## config.mk

```make
export PLATFORM = sky130hd
export DESIGN_NAME = cfs_supervisor
export DESIGN_NICKNAME = d
export VERILOG_FILES = /design/src/pkg/cfs_pkg.sv /design/src/design/cfs_supervisor.sv
export SDC_FILE = /design/constraint.sdc
export NUM_CORES = 1
export LEC_CHECK = 0
export ABC_CLOCK_PERIOD_IN_PS = 8490
export BUFFER_PORTS_ARGS = -buffer_cell sky130_fd_sc_hd__buf_4
export CAP_MARGIN = 30
export CORE_ASPECT_RATIO = 0.8
export CORE_MARGIN = 4
export CORE_UTILIZATION = 53
export CTS_CLUSTER_DIAMETER = 30
export DETAILED_ROUTE_END_ITERATION = 12
export PLACE_DENSITY = 0.76
export SYNTH_ARGS = -nofsm -noshare
export SYNTH_HDL_FRONTEND = slang
export SYNTH_SLANG_ARGS = --single-unit
```

## constraint.sdc

```tcl
create_clock -name pclk -period 8.49 [get_ports pclk]
set_input_delay 0.4245 -clock pclk [delete_from_list [all_inputs] [get_ports pclk]]
set_output_delay 0.4245 -clock pclk [all_outputs]
set_load 0.03 [all_outputs]
```

## src/pkg/cfs_pkg.sv

```systemverilog
/*
  constants, register map and carriers for the clock and fault supervisor.
  assumes one system clock at 20 MHz and an APB register port with 32-bit data.
*/
package cfs_pkg;

  localparam int unsigned CLK_MHZ = 20;
  localparam int unsigned CLK_NS = 50;

  // register byte offsets
  localparam logic [7:0] CFG_OFS = 8'h00;
  localparam logic [7:0] GATE_OFS = 8'h04;
  localparam logic [7:0] OCTH_OFS = 8'h08;
  localparam logic [7:0] STAT_OFS = 8'h0C;

  // clock source codes
  localparam logic [1:0] SRC_INT = 2'h0;
  localparam logic [1:0] SRC_XTAL = 2'h1;
  localparam logic [1:0] SRC_DIRECT = 2'h2;

  // thermal states
  localparam logic [1:0] TH_NORMAL = 2'h0;
  localparam logic [1:0] TH_WARN = 2'h1;
  localparam logic [1:0] TH_BRIDGE_SD = 2'h2;
  localparam logic [1:0] TH_DEVICE_SD = 2'h3;

  // timing
  localparam int unsigned EXT_STARTUP_US = 4000;
  localparam int unsigned BLANK_STEP_NS = 125;
  localparam int unsigned OC_STEP_UV = 31250;
  localparam int unsigned WD_TIMEOUT_CYCLES = 16;

  // field positions
  localparam int unsigned CFG_SRC_LSB = 0;
  localparam int unsigned CFG_FSEL_LSB = 2;
  localparam int unsigned CFG_CLKOUT_BIT = 4;
  localparam int unsigned CFG_OCSD_BIT = 5;
  localparam int unsigned CFG_UVSET_BIT = 6;
  localparam int unsigned GATE_WD_BIT = 0;
  localparam int unsigned GATE_BLANK_LSB = 1;

  typedef struct packed {
    logic undervoltage_set_select;
    logic overcurrent_shutdown_enable;
    logic clock_output_enable;
    logic [1:0] oscillator_frequency_select;
    logic [1:0] external_clock_select;
  } cfs_cfg_t;

  typedef struct packed {
    logic [2:0] blanking_code;
    logic clock_watchdog_enable;
  } cfs_gate_t;

  typedef struct packed {
    logic clock_failed;
    logic clock_on_external;
    logic bridges_latched_off;
    logic [1:0] thermal_state_field;
    logic adc_input_undervoltage_flag;
    logic gate_supply_undervoltage_flag;
    logic overcurrent_flag;
  } cfs_status_t;

  // reset values: internal oscillator, 2 MHz on the clock output, shutdown on overcurrent
  localparam cfs_cfg_t CFG_RST = '{1'b0, 1'b1, 1'b1, 2'h0, SRC_INT};
  localparam cfs_gate_t GATE_RST = '{3'h0, 1'b0};
  localparam logic [4:0] OCTH_RST = 5'h08;

endpackage

```

## src/design/cfs_supervisor.sv

```systemverilog
/*
  clock source selection, clock output pin, external clock watchdog and
  sticky fault flags gating the power bridges, with an APB register port.
  assumes comparator and pin inputs are synchronous to pclk; the clock mux
  and oscillator themselves are analog cells steered by the outputs here.
*/
// How it works
// - logic clock from internal, resonator or direct
// - reset starts internal oscillator, 2 MHz out
// - internal mode ignores input, output picks frequency
// - external sources offer 8/16/24/32 MHz
// - direct clock: output pin is inverted input
// - enabled watchdog resets on external clock loss
// - stay internal for startup time, then switch
// - overcurrent flag low until gone and read
// - 32 threshold codes, (n+1) x 31.25 mV
// - comparator masked: hiz, commutating, blanking, gate off
// - bit chooses shutdown or flag only
// - bridges stay off until flag released
// - supply low: transistors off at once, flag low next cycle
// - off until supplies ok, then read clears
// - one bit selects lower or higher thresholds
// - adc undervoltage flag low until gone and read
// - adc undervoltage never turns bridges off
// - thermal field encodes four states
// - warning state only reports
// - bridge shutdown: gates off, clamps kept
// - device shutdown: regulators, pump off, clamps kept
// - reset pin low holds bridges, gates, vcc and pump off, defaults
module cfs_supervisor #(
  parameter int unsigned STARTUP_CYCLES = cfs_pkg::EXT_STARTUP_US * cfs_pkg::CLK_MHZ,
  parameter int unsigned HALF_BRIDGES = 4
) (
  // clock and standby/reset pin
  input wire logic pclk,
  input wire logic presetn,
  // apb slave
  input wire logic psel,
  input wire logic penable,
  input wire logic pwrite,
  input wire logic [7:0] paddr,
  input wire logic [31:0] pwdata,
  output logic [31:0] prdata,
  output logic pready,
  output logic pslverr,
  // clock pins and oscillator control
  input wire logic clock_input_pin,
  input wire logic osc_divided_clock,
  output logic clock_output_pin_o,
  output logic clock_output_pin_oe,
  output logic internal_osc_enable,
  output logic resonator_driver_enable,
  output logic logic_clock_from_pin,
  output logic [1:0] clock_frequency_code,
  output logic clock_fail_reset,
  // half-bridge state and comparators
  input wire logic [HALF_BRIDGES-1:0] oc_compare,
  input wire logic [HALF_BRIDGES-1:0] bridge_hiz,
  input wire logic [HALF_BRIDGES-1:0] bridge_commutating,
  input wire logic [HALF_BRIDGES-1:0] gate_off,
  input wire logic bridge_on_request,
  output logic [19:0] oc_threshold_uv,
  // supply and thermal comparators
  input wire logic gate_supply_below_off,
  input wire logic gate_supply_above_on,
  input wire logic adc_below_limit,
  input wire logic thermal_warn_level,
  input wire logic thermal_bridge_level,
  input wire logic thermal_device_level,
  output logic undervoltage_set_select,
  // power stage control
  output logic bridges_enable,
  output logic gate_drivers_enable,
  output logic miller_clamp_enable,
  output logic vcc_regulator_enable,
  output logic charge_pump_enable,
  output logic vreg_current_limit
);

  localparam int unsigned STW = $clog2(STARTUP_CYCLES + 1);

  function automatic logic [4:0] blank_cycles(input logic [2:0] code);
    int unsigned ns;
    ns = (int'(code) + 1) * cfs_pkg::BLANK_STEP_NS;
    return 5'((ns + cfs_pkg::CLK_NS - 1) / cfs_pkg::CLK_NS);
  endfunction

  function automatic logic [19:0] oc_uv(input logic [4:0] code);
    return 20'((int'(code) + 1) * cfs_pkg::OC_STEP_UV);
  endfunction

  cfs_pkg::cfs_cfg_t cfg_r;
  cfs_pkg::cfs_gate_t gate_r;
  logic [4:0] octh_r;
  cfs_pkg::cfs_status_t stat;
  logic wr_acc, rd_setup, status_read, mapped;
  logic [STW-1:0] startup_r;
  logic ext_active_r;
  logic pin_prev_r;
  logic [4:0] wd_cnt_r;
  logic wd_fail;
  logic [HALF_BRIDGES-1:0] oc_masked;
  logic [4:0] blank_r [HALF_BRIDGES];
  logic oc_event, oc_flag_n_r, oc_off_r;
  logic uv_event_r, uv_flag_n_r;
  logic adc_flag_n_r;
  logic [1:0] th_state;
  logic bridge_r;
  logic clk_failed_r;

  // apb decode; one wait-free access, read data captured in the setup cycle
  assign mapped = paddr inside {cfs_pkg::CFG_OFS, cfs_pkg::GATE_OFS, cfs_pkg::OCTH_OFS, cfs_pkg::STAT_OFS};
  assign wr_acc = psel && penable && pwrite && mapped;
  assign rd_setup = psel && !penable && !pwrite;
  // reading status is the read-and-clear-flags command
  assign status_read = psel && penable && !pwrite && paddr == cfs_pkg::STAT_OFS;
  assign pready = 1'b1;
  assign pslverr = psel && penable && !mapped;

  always_ff @(posedge pclk or negedge presetn) begin
    if (!presetn) begin
      prdata <= 32'h0000_0000;
    end else if (rd_setup) begin
      case (paddr)
        cfs_pkg::CFG_OFS: prdata <= 32'(cfg_r);
        cfs_pkg::GATE_OFS: prdata <= 32'(gate_r);
        cfs_pkg::OCTH_OFS: prdata <= 32'(octh_r);
        cfs_pkg::STAT_OFS: prdata <= 32'(stat);
        default: prdata <= 32'h0000_0000;
      endcase
    end
  end

  // configuration; the host owns source changes only across a reset
  always_ff @(posedge pclk or negedge presetn) begin
    if (!presetn) begin
      cfg_r <= cfs_pkg::CFG_RST;
      gate_r <= cfs_pkg::GATE_RST;
      octh_r <= cfs_pkg::OCTH_RST;
    end else if (wd_fail) begin
      cfg_r <= cfs_pkg::CFG_RST;
      gate_r <= cfs_pkg::GATE_RST;
      octh_r <= cfs_pkg::OCTH_RST;
    end else if (wr_acc) begin
      case (paddr)
        cfs_pkg::CFG_OFS: cfg_r <= cfs_pkg::cfs_cfg_t'(pwdata[6:0]);
        cfs_pkg::GATE_OFS: gate_r <= cfs_pkg::cfs_gate_t'(pwdata[3:0]);
        cfs_pkg::OCTH_OFS: octh_r <= pwdata[4:0];
        default: ;
      endcase
    end
  end

  assign oc_threshold_uv = oc_uv(octh_r);
  assign undervoltage_set_select = cfg_r.undervoltage_set_select;
  assign clock_frequency_code = cfg_r.oscillator_frequency_select;

  // startup delay before the logic clock moves to the pin
  always_ff @(posedge pclk or negedge presetn) begin
    if (!presetn) begin
      startup_r <= '0;
      ext_active_r <= 1'b0;
    end else if (wd_fail || cfg_r.external_clock_select == cfs_pkg::SRC_INT) begin
      startup_r <= '0;
      ext_active_r <= 1'b0;
    end else if (!ext_active_r) begin
      if (startup_r == STW'(STARTUP_CYCLES - 1)) begin
        ext_active_r <= 1'b1;
      end else begin
        startup_r <= startup_r + 1'b1;
      end
    end
  end

  assign internal_osc_enable = !ext_active_r;
  assign logic_clock_from_pin = ext_active_r;
  assign resonator_driver_enable = cfg_r.external_clock_select == cfs_pkg::SRC_XTAL;

  // clock output pin is a clock path, so it is muxed, not registered
  always_comb begin
    clock_output_pin_o = 1'b0;
    clock_output_pin_oe = 1'b0;
    case (cfg_r.external_clock_select)
      cfs_pkg::SRC_INT: begin
        clock_output_pin_o = osc_divided_clock;
        clock_output_pin_oe = cfg_r.clock_output_enable;
      end
      cfs_pkg::SRC_DIRECT: begin
        clock_output_pin_o = !clock_input_pin;
        clock_output_pin_oe = 1'b1;
      end
      default: ;
    endcase
  end

  // watchdog: counts pclk cycles without a pin transition; an external clock
  // slower than pclk/2 works, a faster one may alias, so timeout is generous
  always_ff @(posedge pclk or negedge presetn) begin
    if (!presetn) begin
      pin_prev_r <= 1'b0;
      wd_cnt_r <= '0;
    end else begin
      pin_prev_r <= clock_input_pin;
      if (!ext_active_r || !gate_r.clock_watchdog_enable || pin_prev_r != clock_input_pin || wd_fail) begin
        wd_cnt_r <= '0;
      end else begin
        wd_cnt_r <= wd_cnt_r + 1'b1;
      end
    end
  end

  assign wd_fail = wd_cnt_r == 5'(cfs_pkg::WD_TIMEOUT_CYCLES);
  assign clock_fail_reset = wd_fail;

  always_ff @(posedge pclk or negedge presetn) begin
    if (!presetn) begin
      clk_failed_r <= 1'b0;
    end else if (wd_fail) begin
      clk_failed_r <= 1'b1;
    end else if (status_read) begin
      clk_failed_r <= 1'b0;
    end
  end

  // blanking after each commutation, per half-bridge
  always_ff @(posedge pclk or negedge presetn) begin
    if (!presetn) begin
      for (int i = 0; i < HALF_BRIDGES; i++) begin
        blank_r[i] <= '0;
      end
    end else begin
      for (int i = 0; i < HALF_BRIDGES; i++) begin
        if (bridge_commutating[i]) begin
          blank_r[i] <= blank_cycles(gate_r.blanking_code);
        end else if (blank_r[i] != '0) begin
          blank_r[i] <= blank_r[i] - 1'b1;
        end
      end
    end
  end

  always_comb begin
    for (int i = 0; i < HALF_BRIDGES; i++) begin
      oc_masked[i] = oc_compare[i] && !bridge_hiz[i] && !bridge_commutating[i]
                     && blank_r[i] == '0 && !gate_off[i];
    end
  end

  assign oc_event = |oc_masked;

  // sticky flags: a new event in the read cycle keeps the flag low
  always_ff @(posedge pclk or negedge presetn) begin
    if (!presetn) begin
      oc_flag_n_r <= 1'b1;
      oc_off_r <= 1'b0;
    end else if (wd_fail) begin
      oc_flag_n_r <= 1'b1;
      oc_off_r <= 1'b0;
    end else if (oc_event) begin
      oc_flag_n_r <= 1'b0;
      if (cfg_r.overcurrent_shutdown_enable) begin
        oc_off_r <= 1'b1;
      end
    end else if (status_read) begin
      oc_flag_n_r <= 1'b1;
      oc_off_r <= 1'b0;
    end
  end

  always_ff @(posedge pclk or negedge presetn) begin
    if (!presetn) begin
      uv_event_r <= 1'b0;
      uv_flag_n_r <= 1'b1;
    end else begin
      if (gate_supply_below_off) begin
        uv_event_r <= 1'b1;
      end else if (gate_supply_above_on) begin
        uv_event_r <= 1'b0;
      end
      if (gate_supply_below_off) begin
        uv_flag_n_r <= 1'b0;
      end else if (status_read && !uv_event_r) begin
        uv_flag_n_r <= 1'b1;
      end
    end
  end

  always_ff @(posedge pclk or negedge presetn) begin
    if (!presetn) begin
      adc_flag_n_r <= 1'b1;
    end else if (adc_below_limit) begin
      adc_flag_n_r <= 1'b0;
    end else if (status_read) begin
      adc_flag_n_r <= 1'b1;
    end
  end

  // thermal levels carry their own hysteresis in the sensor
  always_comb begin
    if (thermal_device_level) begin
      th_state = cfs_pkg::TH_DEVICE_SD;
    end else if (thermal_bridge_level) begin
      th_state = cfs_pkg::TH_BRIDGE_SD;
    end else if (thermal_warn_level) begin
      th_state = cfs_pkg::TH_WARN;
    end else begin
      th_state = cfs_pkg::TH_NORMAL;
    end
  end

  // adc undervoltage deliberately absent from the bridge gate
  always_ff @(posedge pclk or negedge presetn) begin
    if (!presetn) begin
      bridge_r <= 1'b0;
    end else begin
      bridge_r <= bridge_on_request && !oc_off_r && !(oc_event && cfg_r.overcurrent_shutdown_enable)
                  && !uv_event_r && !gate_supply_below_off && th_state < cfs_pkg::TH_BRIDGE_SD
                  && !wd_fail;
    end
  end

  // the supply comparator cuts the bridges in the same cycle
  assign bridges_enable = bridge_r && !gate_supply_below_off;
  assign gate_drivers_enable = presetn && th_state < cfs_pkg::TH_BRIDGE_SD;
  assign miller_clamp_enable = th_state >= cfs_pkg::TH_BRIDGE_SD;
  assign vcc_regulator_enable = presetn && th_state != cfs_pkg::TH_DEVICE_SD;
  assign charge_pump_enable = presetn && th_state != cfs_pkg::TH_DEVICE_SD;
  assign vreg_current_limit = !presetn || th_state == cfs_pkg::TH_DEVICE_SD;

  always_comb begin
    stat.clock_failed = clk_failed_r;
    stat.clock_on_external = ext_active_r;
    stat.bridges_latched_off = oc_off_r;
    stat.thermal_state_field = th_state;
    stat.adc_input_undervoltage_flag = adc_flag_n_r;
    stat.gate_supply_undervoltage_flag = uv_flag_n_r;
    stat.overcurrent_flag = oc_flag_n_r;
  end

  // checks
  property p_oc_sticky;
    @(posedge pclk) disable iff (!presetn)
    oc_event && !wd_fail |=> !oc_flag_n_r;
  endproperty
  a_oc_sticky: assert property (p_oc_sticky) else $error("overcurrent flag not set");

  property p_oc_hold;
    @(posedge pclk) disable iff (!presetn)
    !oc_flag_n_r && !status_read && !wd_fail |=> !oc_flag_n_r;
  endproperty
  a_oc_hold: assert property (p_oc_hold) else $error("overcurrent flag released without read");

  property p_oc_latch;
    @(posedge pclk) disable iff (!presetn)
    oc_off_r |=> !bridge_r;
  endproperty
  a_oc_latch: assert property (p_oc_latch) else $error("bridges on while overcurrent latched");

  property p_oc_flag_only;
    @(posedge pclk) disable iff (!presetn)
    oc_event && !cfg_r.overcurrent_shutdown_enable && !oc_off_r |=> !oc_off_r;
  endproperty
  a_oc_flag_only: assert property (p_oc_flag_only) else $error("shutdown despite flag-only mode");

  property p_uv_off;
    @(posedge pclk) disable iff (!presetn)
    gate_supply_below_off |-> !bridges_enable ##1 (!uv_flag_n_r && !bridge_r);
  endproperty
  a_uv_off: assert property (p_uv_off) else $error("undervoltage did not cut bridges");

  property p_uv_hold;
    @(posedge pclk) disable iff (!presetn)
    uv_event_r && !gate_supply_above_on |=> uv_event_r && !uv_flag_n_r ##0 !bridges_enable;
  endproperty
  a_uv_hold: assert property (p_uv_hold) else $error("undervoltage released early");

  property p_adc_no_off;
    @(posedge pclk) disable iff (!presetn)
    adc_below_limit && bridge_on_request && !oc_off_r && !oc_event && !uv_event_r && !gate_supply_below_off
    && th_state < cfs_pkg::TH_BRIDGE_SD && !wd_fail |=> bridge_r;
  endproperty
  a_adc_no_off: assert property (p_adc_no_off) else $error("adc undervoltage cut bridges");

  property p_th_bridge;
    @(posedge pclk) disable iff (!presetn)
    thermal_bridge_level |-> !gate_drivers_enable && miller_clamp_enable ##1 !bridge_r;
  endproperty
  a_th_bridge: assert property (p_th_bridge) else $error("bridge shutdown not applied");

  property p_th_device;
    @(posedge pclk) disable iff (!presetn)
    thermal_device_level |-> th_state == 2'h3 && !charge_pump_enable && !vcc_regulator_enable && vreg_current_limit;
  endproperty
  a_th_device: assert property (p_th_device) else $error("device shutdown not applied");

  property p_startup;
    @(posedge pclk) disable iff (!presetn)
    $rose(ext_active_r) |-> $past(startup_r) == STW'(STARTUP_CYCLES - 1);
  endproperty
  a_startup: assert property (p_startup) else $error("switched before startup time");

  property p_direct_out;
    @(posedge pclk) disable iff (!presetn)
    cfg_r.external_clock_select == cfs_pkg::SRC_DIRECT |-> clock_output_pin_oe && clock_output_pin_o == !clock_input_pin;
  endproperty
  a_direct_out: assert property (p_direct_out) else $error("direct clock not inverted on output");

  property p_wd;
    @(posedge pclk) disable iff (!presetn)
    wd_fail |=> cfg_r == cfs_pkg::CFG_RST && !ext_active_r && !gate_r.clock_watchdog_enable;
  endproperty
  a_wd: assert property (p_wd) else $error("clock loss did not reset");

endmodule

```

# --- After elaboration in Yosys (flattened, before gate mapping) ---
# Cells that the tools add are included.
word_totals:
  regBits: 99
  latch_bits: 0
  mem_bits_rw: 0
  romBits: 0
  input_bits: 70
  wordCells: 189
  n_memories: 0
op_classes:
  n_addsub: 10
  mul: 2
  n_div: 1
  n_lt_le_gt_ge: 2
  n_eq_ne: 13
  n_shift: 0
  muxes: 43
  bitwise_logic: 0
  n_reduce_logical: 94
op_table:
  columns: ["op", "n"]
  rows:
  - ["2-to-1 mux 5 bit", 12]
  - ["2-to-1 mux 17 bit", 3]
  - ["logical AND 1 bit", 35]
  - ["divider 32 x 6 -> 32 bit, second input constant", 1]
  - ["one-hot mux 8 bit (4 select lines)", 1]
  - ["logical NOT 1 bit", 24]
  - ["nonzero test 2 bit", 12]
  - ["2-to-1 mux 7 bit", 3]
  - ["logical NOT 5 bit", 4]
  - ["nonzero test 5 bit", 4]
  - ["subtractor 5 x 1 -> 5 bit, second input constant", 4]
  - ["multiplier 6 x 14 -> 19 bit, second input constant", 1]
  - ["adder 17 x 1 -> 17 bit, second input constant", 1]
  - ["== test 17 bit, second input constant", 1]
  - ["2-to-1 mux 1 bit", 17]
  - ["== test 8 x 4 -> 1 bit, second input constant", 2]
  - ["subtractor 12 x 1 -> 13 bit, second input constant", 1]
  - ["adder 11 x 6 -> 12 bit, second input constant", 1]
  - ["2-to-1 mux 4 bit", 3]
  - ["multiplier 4 x 7 -> 11 bit, second input constant", 1]
  - ["AND reduction 2 bit", 5]
  - ["== test 8 x 3 -> 1 bit, second input constant", 1]
  - ["logical NOT 8 bit", 1]
  - ["adder 5 x 1 -> 6 bit, second input constant", 1]
  - ["18 further kinds", 26]

# --- Longest topological paths before layout ---
depth:
  depth_word: 13
  ltp_mapped: 33

# --- Least setup slack after synthesis ---
# No wires, ideal clock.
synth_path:
  path_kind: "reg2reg"
  from: "register gate_r[1] (netlist bit)"
  to: "register blank_r[16] (netlist bit)"
  setup_ps: 139
  arrival_ps: 7798
  path_slack_ps: 554
  stages_incl_launch_ff: 32
  n_path_buf: 3
  cell_sequence: "dfrtp_1 > ha_1 > buf_2 > xor2_1 > inv_1 > fa_1 > ha_1 > or2_2 > ha_1 > ha_1 > clkbuf_1 > a21oi_1 > o221ai_1 > a22oi_1 > nand2_1 > a21oi_1 > ha_1 > a2111oi_4 > o22ai_2 > or3_1 > clkbuf_1 > nor4_2 > nor3_1 > nor4b_1 > a211oi_1 > a221o_1 > a211oi_4 > nand3_1 > a211o_1 > o221ai_2 > and2_4 > o311ai_1"
synth_between:
  elab_chain_len: 6
synth_rtl:
  columns: ["element", "line_no", "rtl"]
  rows:
  - ["start, declared", "cfs_supervisor.sv:93", "cfs_pkg::cfs_gate_t gate_r;"]
  - ["start signal, assigned", "cfs_supervisor.sv:138", "gate_r <= cfs_pkg::GATE_RST;"]
  - ["start signal, assigned", "cfs_supervisor.sv:142", "gate_r <= cfs_pkg::GATE_RST;"]
  - ["start signal, assigned", "cfs_supervisor.sv:147", "cfs_pkg::GATE_OFS: gate_r <= cfs_pkg::cfs_gate_t'(pwdata[3:0]);"]
  - ["adder 3 x 1 -> 4 bit", "cfs_supervisor.sv:84", "ns = (int'(code) + 1) * cfs_pkg::BLANK_STEP_NS;"]
  - ["multiplier 4 x 7 -> 11 bit", "cfs_supervisor.sv:84", null]
  - ["adder 11 x 6 -> 12 bit", "cfs_supervisor.sv:85", "return 5'((ns + cfs_pkg::CLK_NS - 1) / cfs_pkg::CLK_NS);"]
  - ["subtractor 12 x 1 -> 13 bit", "cfs_supervisor.sv:85", null]
  - ["divider 32 x 6 -> 32 bit", "cfs_supervisor.sv:85", null]
  - ["2-to-1 mux 5 bit", "cfs_supervisor.sv:233", "if (bridge_commutating[i]) begin"]
  - ["end signal, assigned by index", "cfs_supervisor.sv:234", "blank_r[i] <= blank_cycles(gate_r.blanking_code);"]
  - ["end signal, assigned by index", "cfs_supervisor.sv:236", "blank_r[i] <= blank_r[i] - 1'b1;"]
  - ["end, declared", "cfs_supervisor.sv:103", "logic [4:0] blank_r [HALF_BRIDGES];"]
# Every way passes these cells.
# A chain may end at the register's enable or synchronous reset.

# --- Worst setup path after layout ---
# Same ends and word-level chain as after synthesis.

==> impl_metrics.json <==
{
  "ioPinCount": 139,
  "die_height_um": 118,
  "cts.sinks": 75,
  "diodes": 0,
  "syn_area_um2": 8000,
  "p_total_mw": 1.39,
  "fmax_mhz": 124,
  "powerDensity_nw_per_um2": 152,
  "port_buffers": 87,
  "layout.cells.non_filler": 1217,
  "synth.yosys.seq_area_share_pct": 23.5,
  "startpoint_type": "flip-flop",
  "wl_per_cell_um": 16.2,
  "grt_start_max_net_pins": 64,
  "synth_top_cell_by_area": "dfrtp_1",
  "synth_top_area_share_pct": 21.6,
  "slew_violations": 0,
  "finalSetupViolCount": 0,
  "vias": 7141,
  "grt_pass1_wl_um": 33300,
  "root_buffer": "clkbuf_16",
  "clkTransAtPathRegs_ns": 0.06,
  "crit_top_cell": "ha_1",
  "synth.ff_latch_count": 75,
  "cp-end-kind": "flip-flop",
  "status": "completed",
  "ys_types": 91,
  "critPathMaxStageDelay_ns": 0.52,
  "arrival_ns": 8.25,
  "ys_warn_count": 0,
  "hp-class": "input port to flip-flop",
  "track_usage_pct": 22.7,
  "start_util_pct": 55.0,
  "tightest_slew_ns": 1.08,
  "final_hold_viol_count": 0,
  "place_area_um2": 8760,
  "grt_pass1_vias": 6770,
  "critPathKind": "flip-flop to flip-flop",
  "synth.area.top_cells": "dfrtp_1 (22%), ha_1 (11%), nor2_1 (5.1%)",
  "relSlewSlack_pct": 26.8,
  "firstDrtPassIters": 7,
  "synthFlopType": "dfrtp_1",
  "cts_tree": "built",
  "ant_nets": 0,
  "die_w_um": 145,
  "clock_path_buffers": 2,
  "dieArea_um2": 17100,
  "fin_crit_ns": 8.06,
  "drv_cap": 0,
  "clock_skew_ns": 0.0133,
  "post-route-drc-count": 0,
  "p_leak_nw": 4.26,
  "cp_data_required_time_ns": 8.68,
  "path_max_fanout": 9,
  "syn-mean-instance-area_um2": 8.50,
  "core_area_um2": 14500,
  "holdWs_ns": 0.205,
  "fin_nets": 1183,
  "h-tree-depth": 3,
  "vdd_ir_drop_max_v": 0.000126,
  "place.gp.congestion": 0.931,
  "clkLatencyLatePin_ns": 0.34,
  "finalWirelength_um": 19700,
  "dp_hpwl_um": 15000,
  "antenna_found_initial": 0,
  "vias_per_cell": 5.87,
  "async_flop_share_pct": 100,
  "synthCells": 942,
  "drt_iter0_markers": 638,
  "dp.cells": 1196,
  "min_period_over_period_pct": 94.9,
  "fin_area_um2": 9160,
  "syn_to_final_growth_pct": 14.5,
  "synth_edf_count": 0,
  "rows": 39,
  "cts-buffers-inserted": 9,
  "overflow": 0,
  "crit_path_top_delay_cell": "fa_1",
  "drive_above_1_share_pct": 16.2
}
[cell usage after synthesis, types with 12 or more instances]
cell type	count
a21o_1	15
a21oi_1	37
a22o_1	13
buf_4	29
clkbuf_1	21
dfrtp_1	69
fa_1	12
ha_1	73
inv_1	72
mux2i_1	26
nand2_1	83
nand3_1	24
nand4_1	16
nor2_1	108
nor3_1	18
o21ai_0	28
o31ai_1	12
xnor2_1	46
xor2_1	35
[layout by cell type, fill, tap and decap left out, drive strengths merged, types with 6 or more instances in the layout]
cell     Yosys  layout
nand3       24      24
nand2       83      83
mux2i       26      26
o21ai       33      33
buf         36     106
dfrtp       69      69
fa          12      12
xor2        35      35
or3          7       7
o2111ai      6       6
o311ai       6       6
and3        10      10
nand4       16      16
a21oi       37      37
and2        11      11
o211ai      11      11
nor4b       10      10
a22o        13      13
o31ai       12      12
o22ai        6       6
dfstp        6       6
clkbuf      22       9
nor2       108     108
ha          73      73
nor2b       10      10
nor3        20      20
inv         72      74
xnor2       47      47
a31oi        6       6
o21a         6       6
conb         2      27
a21o        15      15
[path summary, 6_finish.rpt]
check                      slack [ns]                  endpoint  cells past startpoint                      from
setup / recovery                 0.43   blank_r[16]$_DFFE_PN0P_                     28     gate_r[1]$_DFFE_PN0P_
hold / removal                   0.21  adc_flag_n_r$_DFFE_PN1P_                      2           adc_below_limit
setup reg to reg                 0.43   blank_r[16]$_DFFE_PN0P_                     28     gate_r[1]$_DFFE_PN0P_
hold reg to reg                  0.47  adc_flag_n_r$_DFFE_PN1P_                      2  adc_flag_n_r$_DFFE_PN1P_
max in group asynchronous        6.93     gate_r[2]$_DFFE_PN0P_                      3                   presetn
min in group asynchronous        0.48  startup_r[6]$_DFFE_PN0P_                      2                   presetn
[what timing repair did]
action | 4_1_cts | 5_1_grt
endpoints found under the hold margin | 12 | 0
setup buffers | 0 | 4
endpoints found under the setup margin | 0 | 8
hold buffers | 1 | 0
gates resized for setup | 0 | 5
[final cells by class]
type	count	area, um^2
clock buffers	9	225
clock inverters	7	124
fillers	1229	5380
inverters	72	270
multi-input cells	762	5610
flip-flops and latches	75	1890
well taps	184	230
repair buffers	108	817
[flip-flops by register name, summed over array words and instances (netlist names), 2 cells and up]
signal,cells
cfg_r,4
blank_r,20
gate_r,4
wd_cnt_r,5
prdata,8
startup_r,17
clock_frequency_code,2
octh_r,5
[critical path: cells and delay by family (launching register included)]
kind                     cells  cell delay, ns
AO/OA/AOI/OAI               10            2.73
AND/OR/NAND/NOR              7            1.99
adder cells (fa/ha/maj)      5            1.88
flip-flops                   1            0.49
XOR/XNOR                     3            0.47
buffers and inverters        3            0.35
[through the flow]
| stage | setup slack, ns | TNS (ns) | util [%] |
|---|---|---|---|
| CTS | 0.205 | 0 | 62.7 |
| detailed placement | 0.281 | 0 | 60.3 |
| global route | -0.00735 | -0.00735 | 63.0 |
| global placement | 0.414 | 0 | 60.2 |
| finish | 0.433 | 0 | 63.0 |
| floorplan | 0.554 | 0 | - |
[routing by layer]
layer  vias to the layer above  GRT usage (%)  wire [um]
li1                       3487              -          -
met5                         -              0          0
met2                       244           35.2       8710
met4                         0           3.32        133
met3                        24           4.85       1330
met1                      3386           33.2       9570
[logic make-up after synthesis]
kind of cell	Yosys count	synth area share, %
DFF	75	23.5
xor gates and xnor gates	83	9.36
and+or+nand+nor	330	20.8
other	2	0.0938
buffers and inverters	130	7.64
AOI/OAI and AO/OA	204	19.4
adders and majority gates	87	14.7
muxes	31	4.52
[where the power goes]
part / internal, mW / total [mW] / switching, mW
registers: 0.408 / 0.454 / 0.0462
clock network: 0.290 / 0.448 / 0.158
logic: 0.202 / 0.488 / 0.286
total: 0.899 / 1.39 / 0.490
Power figures use the tool's default switching activity.
